<file path="config.mk">
export PLATFORM = sky130hd
export DESIGN_NAME = abort_cause
export DESIGN_NICKNAME = d
export VERILOG_FILES = /design/src/logic/abort_cause_pkg.sv /design/src/logic/abort_cause.sv
export VERILOG_INCLUDE_DIRS = /design/src /design/src/logic
export SDC_FILE = /design/constraint.sdc
export NUM_CORES = 1
export LEC_CHECK = 0
export BUFFER_PORTS_ARGS = -buffer_cell sky130_fd_sc_hd__clkbuf_2
export CAP_MARGIN = 40
export CORE_ASPECT_RATIO = 1.1
export CORE_MARGIN = 2
export CORE_UTILIZATION = 43
export DETAILED_ROUTE_END_ITERATION = 10
export GPL_ROUTABILITY_DRIVEN = 0
export PLACE_DENSITY = 0.75
export SLEW_MARGIN = 20
export SYNTH_ARGS = -nofsm -noshare
export SYNTH_HDL_FRONTEND = slang
export SYNTH_SLANG_ARGS = --single-unit
</file>
<file path="constraint.sdc">
create_clock -name clk -period 2 [get_ports clk]
set_clock_uncertainty 0.1 [all_clocks]
set_input_delay 0.1 -clock clk [delete_from_list [all_inputs] [get_ports clk]]
set_output_delay 0.1 -clock clk [all_outputs]
set_load 0.05 [all_outputs]
</file>
<file path="src/logic/abort_cause_cfg.svh">
// Purpose: Offsets, field positions, reset values and timing counts of the abort cause block
// Assumes: 32-bit register port, byte offsets
// Notes:   Definitions only
`ifndef ABORT_CAUSE_CFG_SVH
`define ABORT_CAUSE_CFG_SVH
// Register offsets
`define CAUSE_OFFSET        8'h80
`define IRQ_STATUS_OFFSET   8'hA0
`define IRQ_CLEAR_OFFSET    8'hA4
`define IRQ_ENABLE_OFFSET   8'hA8
`define CONTROL_OFFSET      8'hAC
// Reset values
`define CAUSE_RESET         16'h0000
`define CONTROL_RESET       4'h0
`define IRQ_ENABLE_RESET    2'h0
// Cause field positions
`define BIT_SHORT_ADDR_NACK   0
`define BIT_LONG_FIRST_NACK   1
`define BIT_LONG_SECOND_NACK  2
`define BIT_TX_BYTE_NACK      3
`define BIT_GCALL_NACK        4
`define BIT_GCALL_READ        5
`define BIT_HS_CODE_ACKED     6
`define BIT_START_BYTE_ACKED  7
`define BIT_LONG_NO_RESTART   8
`define BIT_MASTER_DISABLED   9
`define BIT_ARB_LOST          10
`define BIT_SLAVE_FLUSH       11
`define BIT_SLAVE_ARB_LOST    12
`define BIT_SLAVE_READ_DONE   13
`define BIT_SLAVE_BUS_LOST    14
`define BIT_SLAVE_CMD_MISUSE  15
// Control word field positions
`define CTRL_ENABLE           0
`define CTRL_MASTER_EN        1
`define CTRL_RESTART_EN       2
`define CTRL_TEN_BIT          3
// Data command field positions
`define DCMD_READ_BIT         8
`define DCMD_GCALL_READ_BIT   9
// Interrupt status layout
`define IRQ_ABORT             0
`define IRQ_ABORT_DONE        1
// Abort drain time after STOP, in ns, and cycles at 20 MHz
`define DRAIN_TIME_NS         100
`define CLK_PERIOD_NS         50
`define DRAIN_CYCLES          ((`DRAIN_TIME_NS + `CLK_PERIOD_NS - 1) / `CLK_PERIOD_NS)
`endif

</file>
<file path="src/logic/abort_cause_pkg.sv">
// Purpose: Types shared by the abort cause block
// Assumes: Nothing
// Notes:   Constants live in the cfg header
package abort_cause_pkg;
    // Software abort sequencer states
    typedef enum logic [1:0] {
        ABT_IDLE,
        ABT_WAIT_XFER,
        ABT_STOP,
        ABT_FLUSH
    } abort_state_type;
endpackage

</file>
<file path="src/logic/abort_cause.sv">
// Purpose: Records the reason for each aborted I2C transfer in a read-only cause word
// Assumes: Event inputs are one-cycle pulses from the bus engines on clk;
//          the link clock arrives from a pin and is sampled here
// Notes:   Cause bits are sticky until software clears the abort interrupt or disables the controller
`timescale 1ns/1ps
`include "abort_cause_cfg.svh"
module abort_cause (
    // Clock and reset
    input  wire logic        clk,
    input  wire logic        rst,
    // Register port
    input  wire logic [7:0]  reg_addr,
    input  wire logic [31:0] reg_wdata,
    input  wire logic        reg_write,
    input  wire logic        reg_read,
    output logic      [31:0] reg_rdata,
    // Link pins
    input  wire logic        link_scl,
    input  wire logic        link_sda,
    // Master engine events
    input  wire logic        addr_nack,
    input  wire logic        addr_second,
    input  wire logic        data_nack,
    input  wire logic        gcall_active,
    input  wire logic        hs_code_ack,
    input  wire logic        start_byte_ack,
    input  wire logic        master_arb_lost,
    input  wire logic        master_start_req,
    input  wire logic        read_10bit_req,
    input  wire logic        xfer_busy,
    // Slave engine events
    input  wire logic        slave_read_req,
    input  wire logic        slave_read_end,
    input  wire logic        slave_tx_lost,
    input  wire logic        slave_serving_read,
    input  wire logic        queue_not_empty,
    // Data command writes from software
    input  wire logic        dcmd_push,
    input  wire logic [9:0]  dcmd_word,
    // Software abort request
    input  wire logic        software_abort_request,
    // Actions towards the bus engines
    output logic             stop_request,
    output logic             queue_flush,
    output logic             abort_busy,
    output logic             irq
);
    // Whole state of the block
    typedef struct packed {
        logic [2:0]                      scl_sync;   // Pin synchroniser plus edge stage
        logic [1:0]                      sda_sync;   // Pin synchroniser
        logic [15:0]                     cause;      // Sticky abort causes
        logic [3:0]                      ctrl;       // Software control word
        logic [1:0]                      irq_stat;   // Sticky interrupt sources
        logic [1:0]                      irq_en;     // Interrupt enables
        abort_cause_pkg::abort_state_type abt;       // Software abort sequencer
        logic [1:0]                      drain;      // Drain counter after STOP
        logic                            stop;       // STOP request pulse
        logic                            flush;      // Flush request pulse
        logic [31:0]                     rdata;      // Read data register
    } state_type;

    state_type st_q;   // Registered state
    state_type st_d;   // Next state
    logic [15:0] ev;   // Cause events this cycle
    logic scl_rise;    // Link clock rising edge, sampled in clk domain
    logic sda_line;    // Synchronised data level

    // Register select, used by reads and writes alike
    function automatic logic hit(input logic [7:0] a, input logic [7:0] off);
        hit = (a == off);
    endfunction

    // Link edges gate no cause event: scl_rise only feeds the link activity tracker
    // below, while the synchronised data level qualifies the slave bus lost cause
    assign scl_rise = st_q.scl_sync[1] & ~st_q.scl_sync[2];
    assign sda_line = st_q.sda_sync[1];

    // Decode each abort cause from the engine events
    always_comb begin
        ev = 16'h0000;
        ev[`BIT_SHORT_ADDR_NACK]  = addr_nack & ~st_q.ctrl[`CTRL_TEN_BIT] & ~gcall_active;
        ev[`BIT_LONG_FIRST_NACK]  = addr_nack & st_q.ctrl[`CTRL_TEN_BIT] & ~addr_second;
        ev[`BIT_LONG_SECOND_NACK] = addr_nack & st_q.ctrl[`CTRL_TEN_BIT] & addr_second;
        ev[`BIT_TX_BYTE_NACK]     = data_nack & st_q.ctrl[`CTRL_MASTER_EN];
        ev[`BIT_GCALL_NACK]       = addr_nack & gcall_active;
        ev[`BIT_GCALL_READ]       = dcmd_push & gcall_active
                                    & dcmd_word[`DCMD_GCALL_READ_BIT];
        ev[`BIT_HS_CODE_ACKED]    = hs_code_ack;
        ev[`BIT_START_BYTE_ACKED] = start_byte_ack;
        ev[`BIT_LONG_NO_RESTART]  = read_10bit_req & st_q.ctrl[`CTRL_TEN_BIT]
                                    & ~st_q.ctrl[`CTRL_RESTART_EN];
        ev[`BIT_MASTER_DISABLED]  = master_start_req & ~st_q.ctrl[`CTRL_MASTER_EN];
        ev[`BIT_ARB_LOST]         = master_arb_lost | slave_tx_lost;
        ev[`BIT_SLAVE_FLUSH]      = slave_read_req & queue_not_empty;
        ev[`BIT_SLAVE_ARB_LOST]   = slave_tx_lost;
        ev[`BIT_SLAVE_READ_DONE]  = slave_read_end;
        ev[`BIT_SLAVE_BUS_LOST]   = slave_tx_lost & sda_line;
        ev[`BIT_SLAVE_CMD_MISUSE] = dcmd_push & slave_serving_read
                                    & dcmd_word[`DCMD_READ_BIT];
    end

    // Next state of the whole block
    always_comb begin
        st_d       = st_q;
        st_d.stop  = 1'b0;
        st_d.flush = 1'b0;
        st_d.rdata = 32'h0000_0000;
        // Pin synchronisers; first stage feeds only the second
        st_d.scl_sync = {st_q.scl_sync[1:0], link_scl};
        st_d.sda_sync = {st_q.sda_sync[0], link_sda};
        // Register writes
        if (reg_write) begin
            if (hit(reg_addr, `CONTROL_OFFSET)) begin
                st_d.ctrl = reg_wdata[3:0];
            end
            if (hit(reg_addr, `IRQ_ENABLE_OFFSET)) begin
                st_d.irq_en = reg_wdata[1:0];
            end
            if (hit(reg_addr, `IRQ_CLEAR_OFFSET)) begin
                st_d.irq_stat = st_q.irq_stat & ~reg_wdata[1:0];
                // Clearing the abort interrupt releases the causes
                if (reg_wdata[`IRQ_ABORT]) begin
                    st_d.cause = `CAUSE_RESET;
                end
            end
        end
        // Disabling the controller drops every cause
        if (!st_d.ctrl[`CTRL_ENABLE]) begin
            st_d.cause = `CAUSE_RESET;
        end
        // New events win over a clear in the same cycle
        st_d.cause = st_d.cause | ev;
        if (|ev) begin
            st_d.irq_stat[`IRQ_ABORT] = 1'b1;
        end
        // Software abort sequencer, started only while enabled
        case (st_q.abt)
            abort_cause_pkg::ABT_IDLE: begin
                if (software_abort_request & st_q.ctrl[`CTRL_ENABLE]) begin
                    st_d.abt = abort_cause_pkg::ABT_WAIT_XFER;
                end
            end
            abort_cause_pkg::ABT_WAIT_XFER: begin
                // Let the byte in flight finish first
                if (!xfer_busy) begin
                    st_d.stop = 1'b1;
                    st_d.drain = 2'(`DRAIN_CYCLES);
                    st_d.abt = abort_cause_pkg::ABT_STOP;
                end
            end
            abort_cause_pkg::ABT_STOP: begin
                if (st_q.drain <= 2'h1) begin
                    st_d.flush = 1'b1;
                    st_d.abt = abort_cause_pkg::ABT_FLUSH;
                end else begin
                    st_d.drain = st_q.drain - 2'h1;
                end
            end
            abort_cause_pkg::ABT_FLUSH: begin
                st_d.irq_stat[`IRQ_ABORT_DONE] = 1'b1;
                st_d.irq_stat[`IRQ_ABORT] = 1'b1;
                st_d.abt = abort_cause_pkg::ABT_IDLE;
            end
            default: begin
                st_d.abt = abort_cause_pkg::ABT_IDLE;
            end
        endcase
        // Register reads, data shown in the following cycle
        if (reg_read) begin
            if (hit(reg_addr, `CAUSE_OFFSET)) begin
                st_d.rdata = {16'h0000, st_q.cause};
            end else if (hit(reg_addr, `IRQ_STATUS_OFFSET)) begin
                st_d.rdata = {30'h0, st_q.irq_stat};
            end else if (hit(reg_addr, `IRQ_ENABLE_OFFSET)) begin
                st_d.rdata = {30'h0, st_q.irq_en};
            end else if (hit(reg_addr, `CONTROL_OFFSET)) begin
                st_d.rdata = {28'h0, st_q.ctrl};
            end
        end
    end

    // Single state register
    always_ff @(posedge clk) begin
        if (rst) begin
            st_q <= '0;
            // Pins idle high behind their pull-ups; a zero start would fake a link edge
            st_q.scl_sync <= 3'h7;
            st_q.sda_sync <= 2'h3;
            st_q.cause <= `CAUSE_RESET;
            st_q.ctrl <= `CONTROL_RESET;
            st_q.irq_en <= `IRQ_ENABLE_RESET;
            st_q.abt <= abort_cause_pkg::ABT_IDLE;
        end else begin
            st_q <= st_d;
        end
    end

    // Outputs
    assign reg_rdata    = st_q.rdata;
    assign stop_request = st_q.stop;
    assign queue_flush  = st_q.flush;
    assign abort_busy   = (st_q.abt != abort_cause_pkg::ABT_IDLE);
    assign irq          = |(st_q.irq_stat & st_q.irq_en);

    // Edge tracker kept for link activity; unused scl_rise would be dead logic
    logic link_seen_q; // Link has toggled since reset
    always_ff @(posedge clk) begin
        if (rst) begin
            link_seen_q <= 1'b0;
        end else if (scl_rise) begin
            link_seen_q <= 1'b1;
        end
    end
endmodule // abort_cause

</file>
=== After elaboration in Yosys (flattened, before gate mapping) ===
Cells that the tools add are included.

* Register bits: 64
* Bits of input ports: 73
* Output and inout port bits: 36
* Logic and storage cells: 96

* $add $sub $neg: 1
* Magnitude comparators: 1
* Eq/ne operators: 12
* Multiplexer cells: 20
* Bitwise operators: 30
* Reduce and logical (&&, ||, !) cells: 19

{| class="wikitable"
|+ Operators by type and width
! cell !! count
|-
| $mux 16 || 4
|-
| $eq 8x8->1 const B || 5
|-
| $mux 24 || 1
|-
| $and 1x1->1 || 17
|-
| $mux 4 || 4
|-
| $or 16x16->16 || 1
|-
| $reduce_or 16->1 || 1
|-
| $mux 2 || 6
|-
| $ne 2x2->1 const B || 4
|-
| $not 1->1 || 8
|-
| $pmux 2 s4 || 1
|-
| $reduce_and 2->1 || 4
|-
| $reduce_bool 2->1 || 4
|-
| $reduce_or 2->1 || 4
|-
| $reduce_and 3->1 || 2
|-
| $reduce_bool 3->1 || 2
|-
| $mux 5 || 1
|-
| $reduce_or 5->1 || 1
|-
| $and 2x2->2 || 2
|-
| $eq 2x2->1 const B || 2
|-
| $pmux 2 s2 || 1
|-
| $eq 2x1->1 const B || 1
|-
| $le 2x1->1 const B || 1
|-
| $logic_not 2->1 || 1
|-
| other kinds (4) || 5
|}

=== Depth between registers and ports, before layout ===
* Word-level depth: 6
* Depth in mapped cells: 6
* Gate-level depth less buffers: 5

=== Worst setup path before layout ===
No wires, ideal clock.

* Path kind: in2reg
* From: input reg_addr[3]
* To: register st_q, in the netlist reg_rdata[0]
* Setup time: 0.117 ns
* Data arrival time: 1.243 ns
* Required time: 1.783 ns
* Setup slack: 0.539 ns
* Cell stages on the path: 4
* Path buffers: 1
* Cells stage by stage: buf_6 > or4_4 > or3_1 > a32o_1

* Longest elaborated chain between the ends: 5
* Elaborated cells between the ends (all ways): 8
* Classes of those cells: eq/ne: 4; mux: 4

{| class="wikitable"
|+ RTL lines
! item !! line !! RTL
|-
| from (decl) || abort_cause.sv:12 || <nowiki>input wire logic [7:0] reg_addr,</nowiki>
|-
| $eq 8x8->1 || abort_cause.sv:71 || <nowiki>hit = (a == off);</nowiki>
|-
| $mux 4 || abort_cause.sv:177 || <nowiki>end else if (hit(reg_addr, `CONTROL_OFFSET)) begin</nowiki>
|-
| $mux 4 || abort_cause.sv:175 || <nowiki>end else if (hit(reg_addr, `IRQ_ENABLE_OFFSET)) begin</nowiki>
|-
| $mux 4 || abort_cause.sv:173 || <nowiki>end else if (hit(reg_addr, `IRQ_STATUS_OFFSET)) begin</nowiki>
|-
| $mux 16 (*) || abort_cause.sv:171 || <nowiki>if (hit(reg_addr, `CAUSE_OFFSET)) begin</nowiki>
|-
| to (signal assigned) || abort_cause.sv:195 || <nowiki>st_q <= st_d;</nowiki>
|-
| to (decl) || abort_cause.sv:63 || <nowiki>state_type st_q;</nowiki>
|}

Mark *: on every way between the ends. The rest lies on a longest branch, timed or not.
A chain may end at the register's enable or synchronous reset.

=== Worst setup path in the final report ===
* From: input queue_not_empty
* To: register st_q[57] in the netlist's numbering

* Longest elaborated chain between the ends: 2

{| class="wikitable"
|+ RTL lines
! item !! line !! RTL
|-
| from (decl) || abort_cause.sv:36 || <nowiki>input wire logic queue_not_empty,</nowiki>
|-
| $and 1x1->1 || abort_cause.sv:95 || <nowiki>ev[`BIT_SLAVE_FLUSH] = slave_read_req & queue_not_empty;</nowiki>
|-
| $or 16x16->16 || abort_cause.sv:133 || <nowiki>st_d.cause = st_d.cause | ev;</nowiki>
|}

No other way between the ends.

==> run summary <==
RSZ-0062 raised after global routing -> false
Post-layout min period -> 1520 ps
Synth Register Bits -> 48
Min-delay worst type -> input pin to register
Die H -> 80.2 µm
Post-synth EDFFs -> 0
Setup CP Type -> input pin to register
Die footprint -> 5880 µm²
P&R area growth vs syn -> 14.8%
CP Buf/Inv Count -> 3
Layout cell share with drive strength beyond 1 -> 0.312
Synth area leader -> dfxtp_1
Most common library cells after synthesis -> 48 x dfxtp_1, 32 x buf_4, 16 x a21oi_1, 15 x a311oi_1, 11 x and2_2
Routed len/inst -> 13.3 µm
Number of synthesis warnings -> 0
Register area share after synthesis -> 0.423
Root Driver -> clkbuf_8
Startpoint types -> input pin
Drt total wl -> 4.56 mm
Final setup viols -> 0
Crit-path leading delay family -> buffers and inverters
Crit path arrival time -> 1620 ps
Core box area -> 5030 µm²
Synth Cell Area -> 2270 µm²
Post-DR vias/cell -> 5.27
CP required -> 2110 ps
Status -> finished clean
Clock Pin Slew Worst Setup and Hold Paths -> 90 ps
Synth top area cells -> dfxtp_1 42%, buf_4 11%, a311oi_1 5.8%
Post-synth top area share -> 0.423
Most numerous cell in the Yosys netlist -> dfxtp_1
Num CTS Buffers -> 5
Worst slew pin tran -> 502 ps
Clock Latency Late Sink -> 290 ps
Post-DRT Antenna Nets -> 0
Drt drc -> 0
Fin Setup TNS -> 0 ps
Nets@finish -> 358
Hold Startpoint -> gcall_active
Initial Util -> 0.451
Distinct cells, synth -> 48
H-tree levels -> 2
Worst-path cell chain -> dlygate4sd3_1, clkbuf_2, nand2_1, dlygate4sd3_1, a311oi_1
Port buffer count -> 55
Synthesized area per cell -> 9.62 µm²
Initial antenna violation count -> 0
Maxcap violations -> 0
Clock Tree Buf Depth -> 2
Max Clk Rate -> 660 MHz
Element type at the critical path end -> register
Post-Syn Instances -> 236
Initial DRC count -> 110
CP max stage delay -> 560 ps
Final hold vios -> 0
Fin crit share -> 0.758
Cell mode on critical path -> dlygate4sd3_1
Post-DP HPWL -> 3.27 mm
CP Max Fanout -> 3
Top FF cell, synth -> dfxtp_1
First-pass GRT wire length -> 7.34 mm
# rows -> 27
All-Layer GR Usage -> 0.160
Clk sink count -> 48
CTS tree -> yes
Leakage -> 1.05 nW
ANT cells -> 0
Ports -> 109
Via Count -> 1808
Total power -> 1.77 mW
Ys async rst share -> 0
R2R Path Start -> st_q[35]
Grt ovf -> 0
1st-pass router iterations -> 4
PD cells -> 680 nW/µm²
Vias in the first global route -> 1664
Largest net degree at the start of global routing -> 33
Peak supply drop -> 0.258 mV
Final slew viol count -> 0
Slew Limit Headroom -> 0.665
Slowest cell on the critical path -> dlygate4sd3_1
CP Launch Point -> queue_not_empty
Die W -> 73.3 µm
## tightest hold or removal path, delay by kind of cell
family,cells,cell delay [ps]
AND/OR/NAND/NOR,1,70
buffers and inverters,1,120
AO/OA/AOI/OAI,1,80
## worst paths after layout
kind	depth (start not counted)	endpoint	slack (ps)
hold reg to reg	1	sda_line	320
hold / removal	3	st_q[50]	10
setup / recovery	5	st_q[57]	480
setup reg to reg	5	st_q[34]	640
## cell usage in the layout, fill, tap and decap left out, drive strengths merged, types with 2 or more instances in the layout
| cell type | netlist | final |
|---|---|---|
| nor2b | 2 | 2 |
| and2 | 13 | 13 |
| o31ai | 8 | 8 |
| nand2 | 8 | 8 |
| nand3b | 3 | 3 |
| conb | 1 | 16 |
| nand4bb | 3 | 3 |
| a22o | 3 | 3 |
| a31oi | 4 | 4 |
| a21o | 2 | 2 |
| o41ai | 2 | 2 |
| buf | 39 | 5 |
| or2 | 4 | 4 |
| dlygate4sd3 | 0 | 11 |
| a32o | 4 | 4 |
| a311oi | 15 | 15 |
| clkbuf | 6 | 62 |
| dfxtp | 48 | 48 |
| a21oi | 16 | 16 |
| nand2b | 3 | 3 |
| nand3 | 3 | 3 |
| nor3 | 3 | 3 |
| or2b | 2 | 2 |
| nor3b | 2 | 2 |
| nor2 | 9 | 9 |
| inv | 9 | 9 |
| nor4 | 2 | 2 |
| or3 | 2 | 2 |
| nand4 | 7 | 7 |
## flip-flops by register name, indices dropped and copies added (netlist names), named ones only
name / flops
st_q: 27
sda_line: 1
queue_flush: 1
stop_request: 1
reg_rdata: 16
st_d: 1
## cells by family after synthesis
| family | after synthesis | synth area share |
|---|---|---|
| other | 1 | 0.00165 |
| adder cells (fa/ha/maj) | 1 | 0.00551 |
| AND/OR/NAND/NOR | 73 | 0.224 |
| multiplexers | 1 | 0.00441 |
| buffers and inverters | 54 | 0.152 |
| AO/OA/AOI/OAI | 58 | 0.190 |
| flip-flops | 48 | 0.423 |
## where the power goes
| group | internal, mW | total [mW] | leakage, nW | switching (mW) |
|---|---|---|---|---|
| sequential | 0.967 | 0.972 | 0.389 | 0.00554 |
| clock | 0.281 | 0.591 | 0.0445 | 0.310 |
| combinational | 0.0675 | 0.208 | 0.619 | 0.141 |
## stage by stage
stage | worst slack [ps] | cell area (µm²) | instances | hold slack, ps | utilization
6_report | 485 | 2610 | 343 | 14.2 | 0.518
2_1_floorplan | 539 | 2330 | 251 | 104 | -
4_1_cts | 545 | 2610 | 343 | 5.33 | 0.518
3_3_place_gp | 410 | 2400 | 324 | 191 | 0.477
3_5_place_dp | 403 | 2400 | 324 | 193 | 0.477
5_1_grt | 444 | 2610 | 343 | 13.5 | 0.518
## routing by layer
| metal | up-vias | track usage | share of wire |
|---|---|---|---|
| li1 | 913 | - | - |
| met1 | 829 | 0.206 | 0.47 |
| met2 | 56 | 0.257 | 0.46 |
| met3 | 10 | 0.0389 | 0.046 |
| met4 | 0 | 0.0636 | 0.022 |
| met5 | - | 0 | 0 |
## repair_timing
item                                   CTS  global route
setup buffers                            0             0
hold buffers                            11             0
endpoints found under the hold margin   10             0
gates resized for setup                  0             0
## cell type report
| class | count | area, µm² |
|---|---|---|
| clock buffer | 7 | 86.3 |
| clock inverter | 1 | 7.51 |
| fill | 474 | 2430 |
| inverter | 9 | 33.8 |
| multi-input combinational | 149 | 1020 |
| sequential | 48 | 961 |
| tap | 58 | 72.6 |
| timing repair buffer | 71 | 423 |
Note: power is estimated with default switching activity, not from simulation.
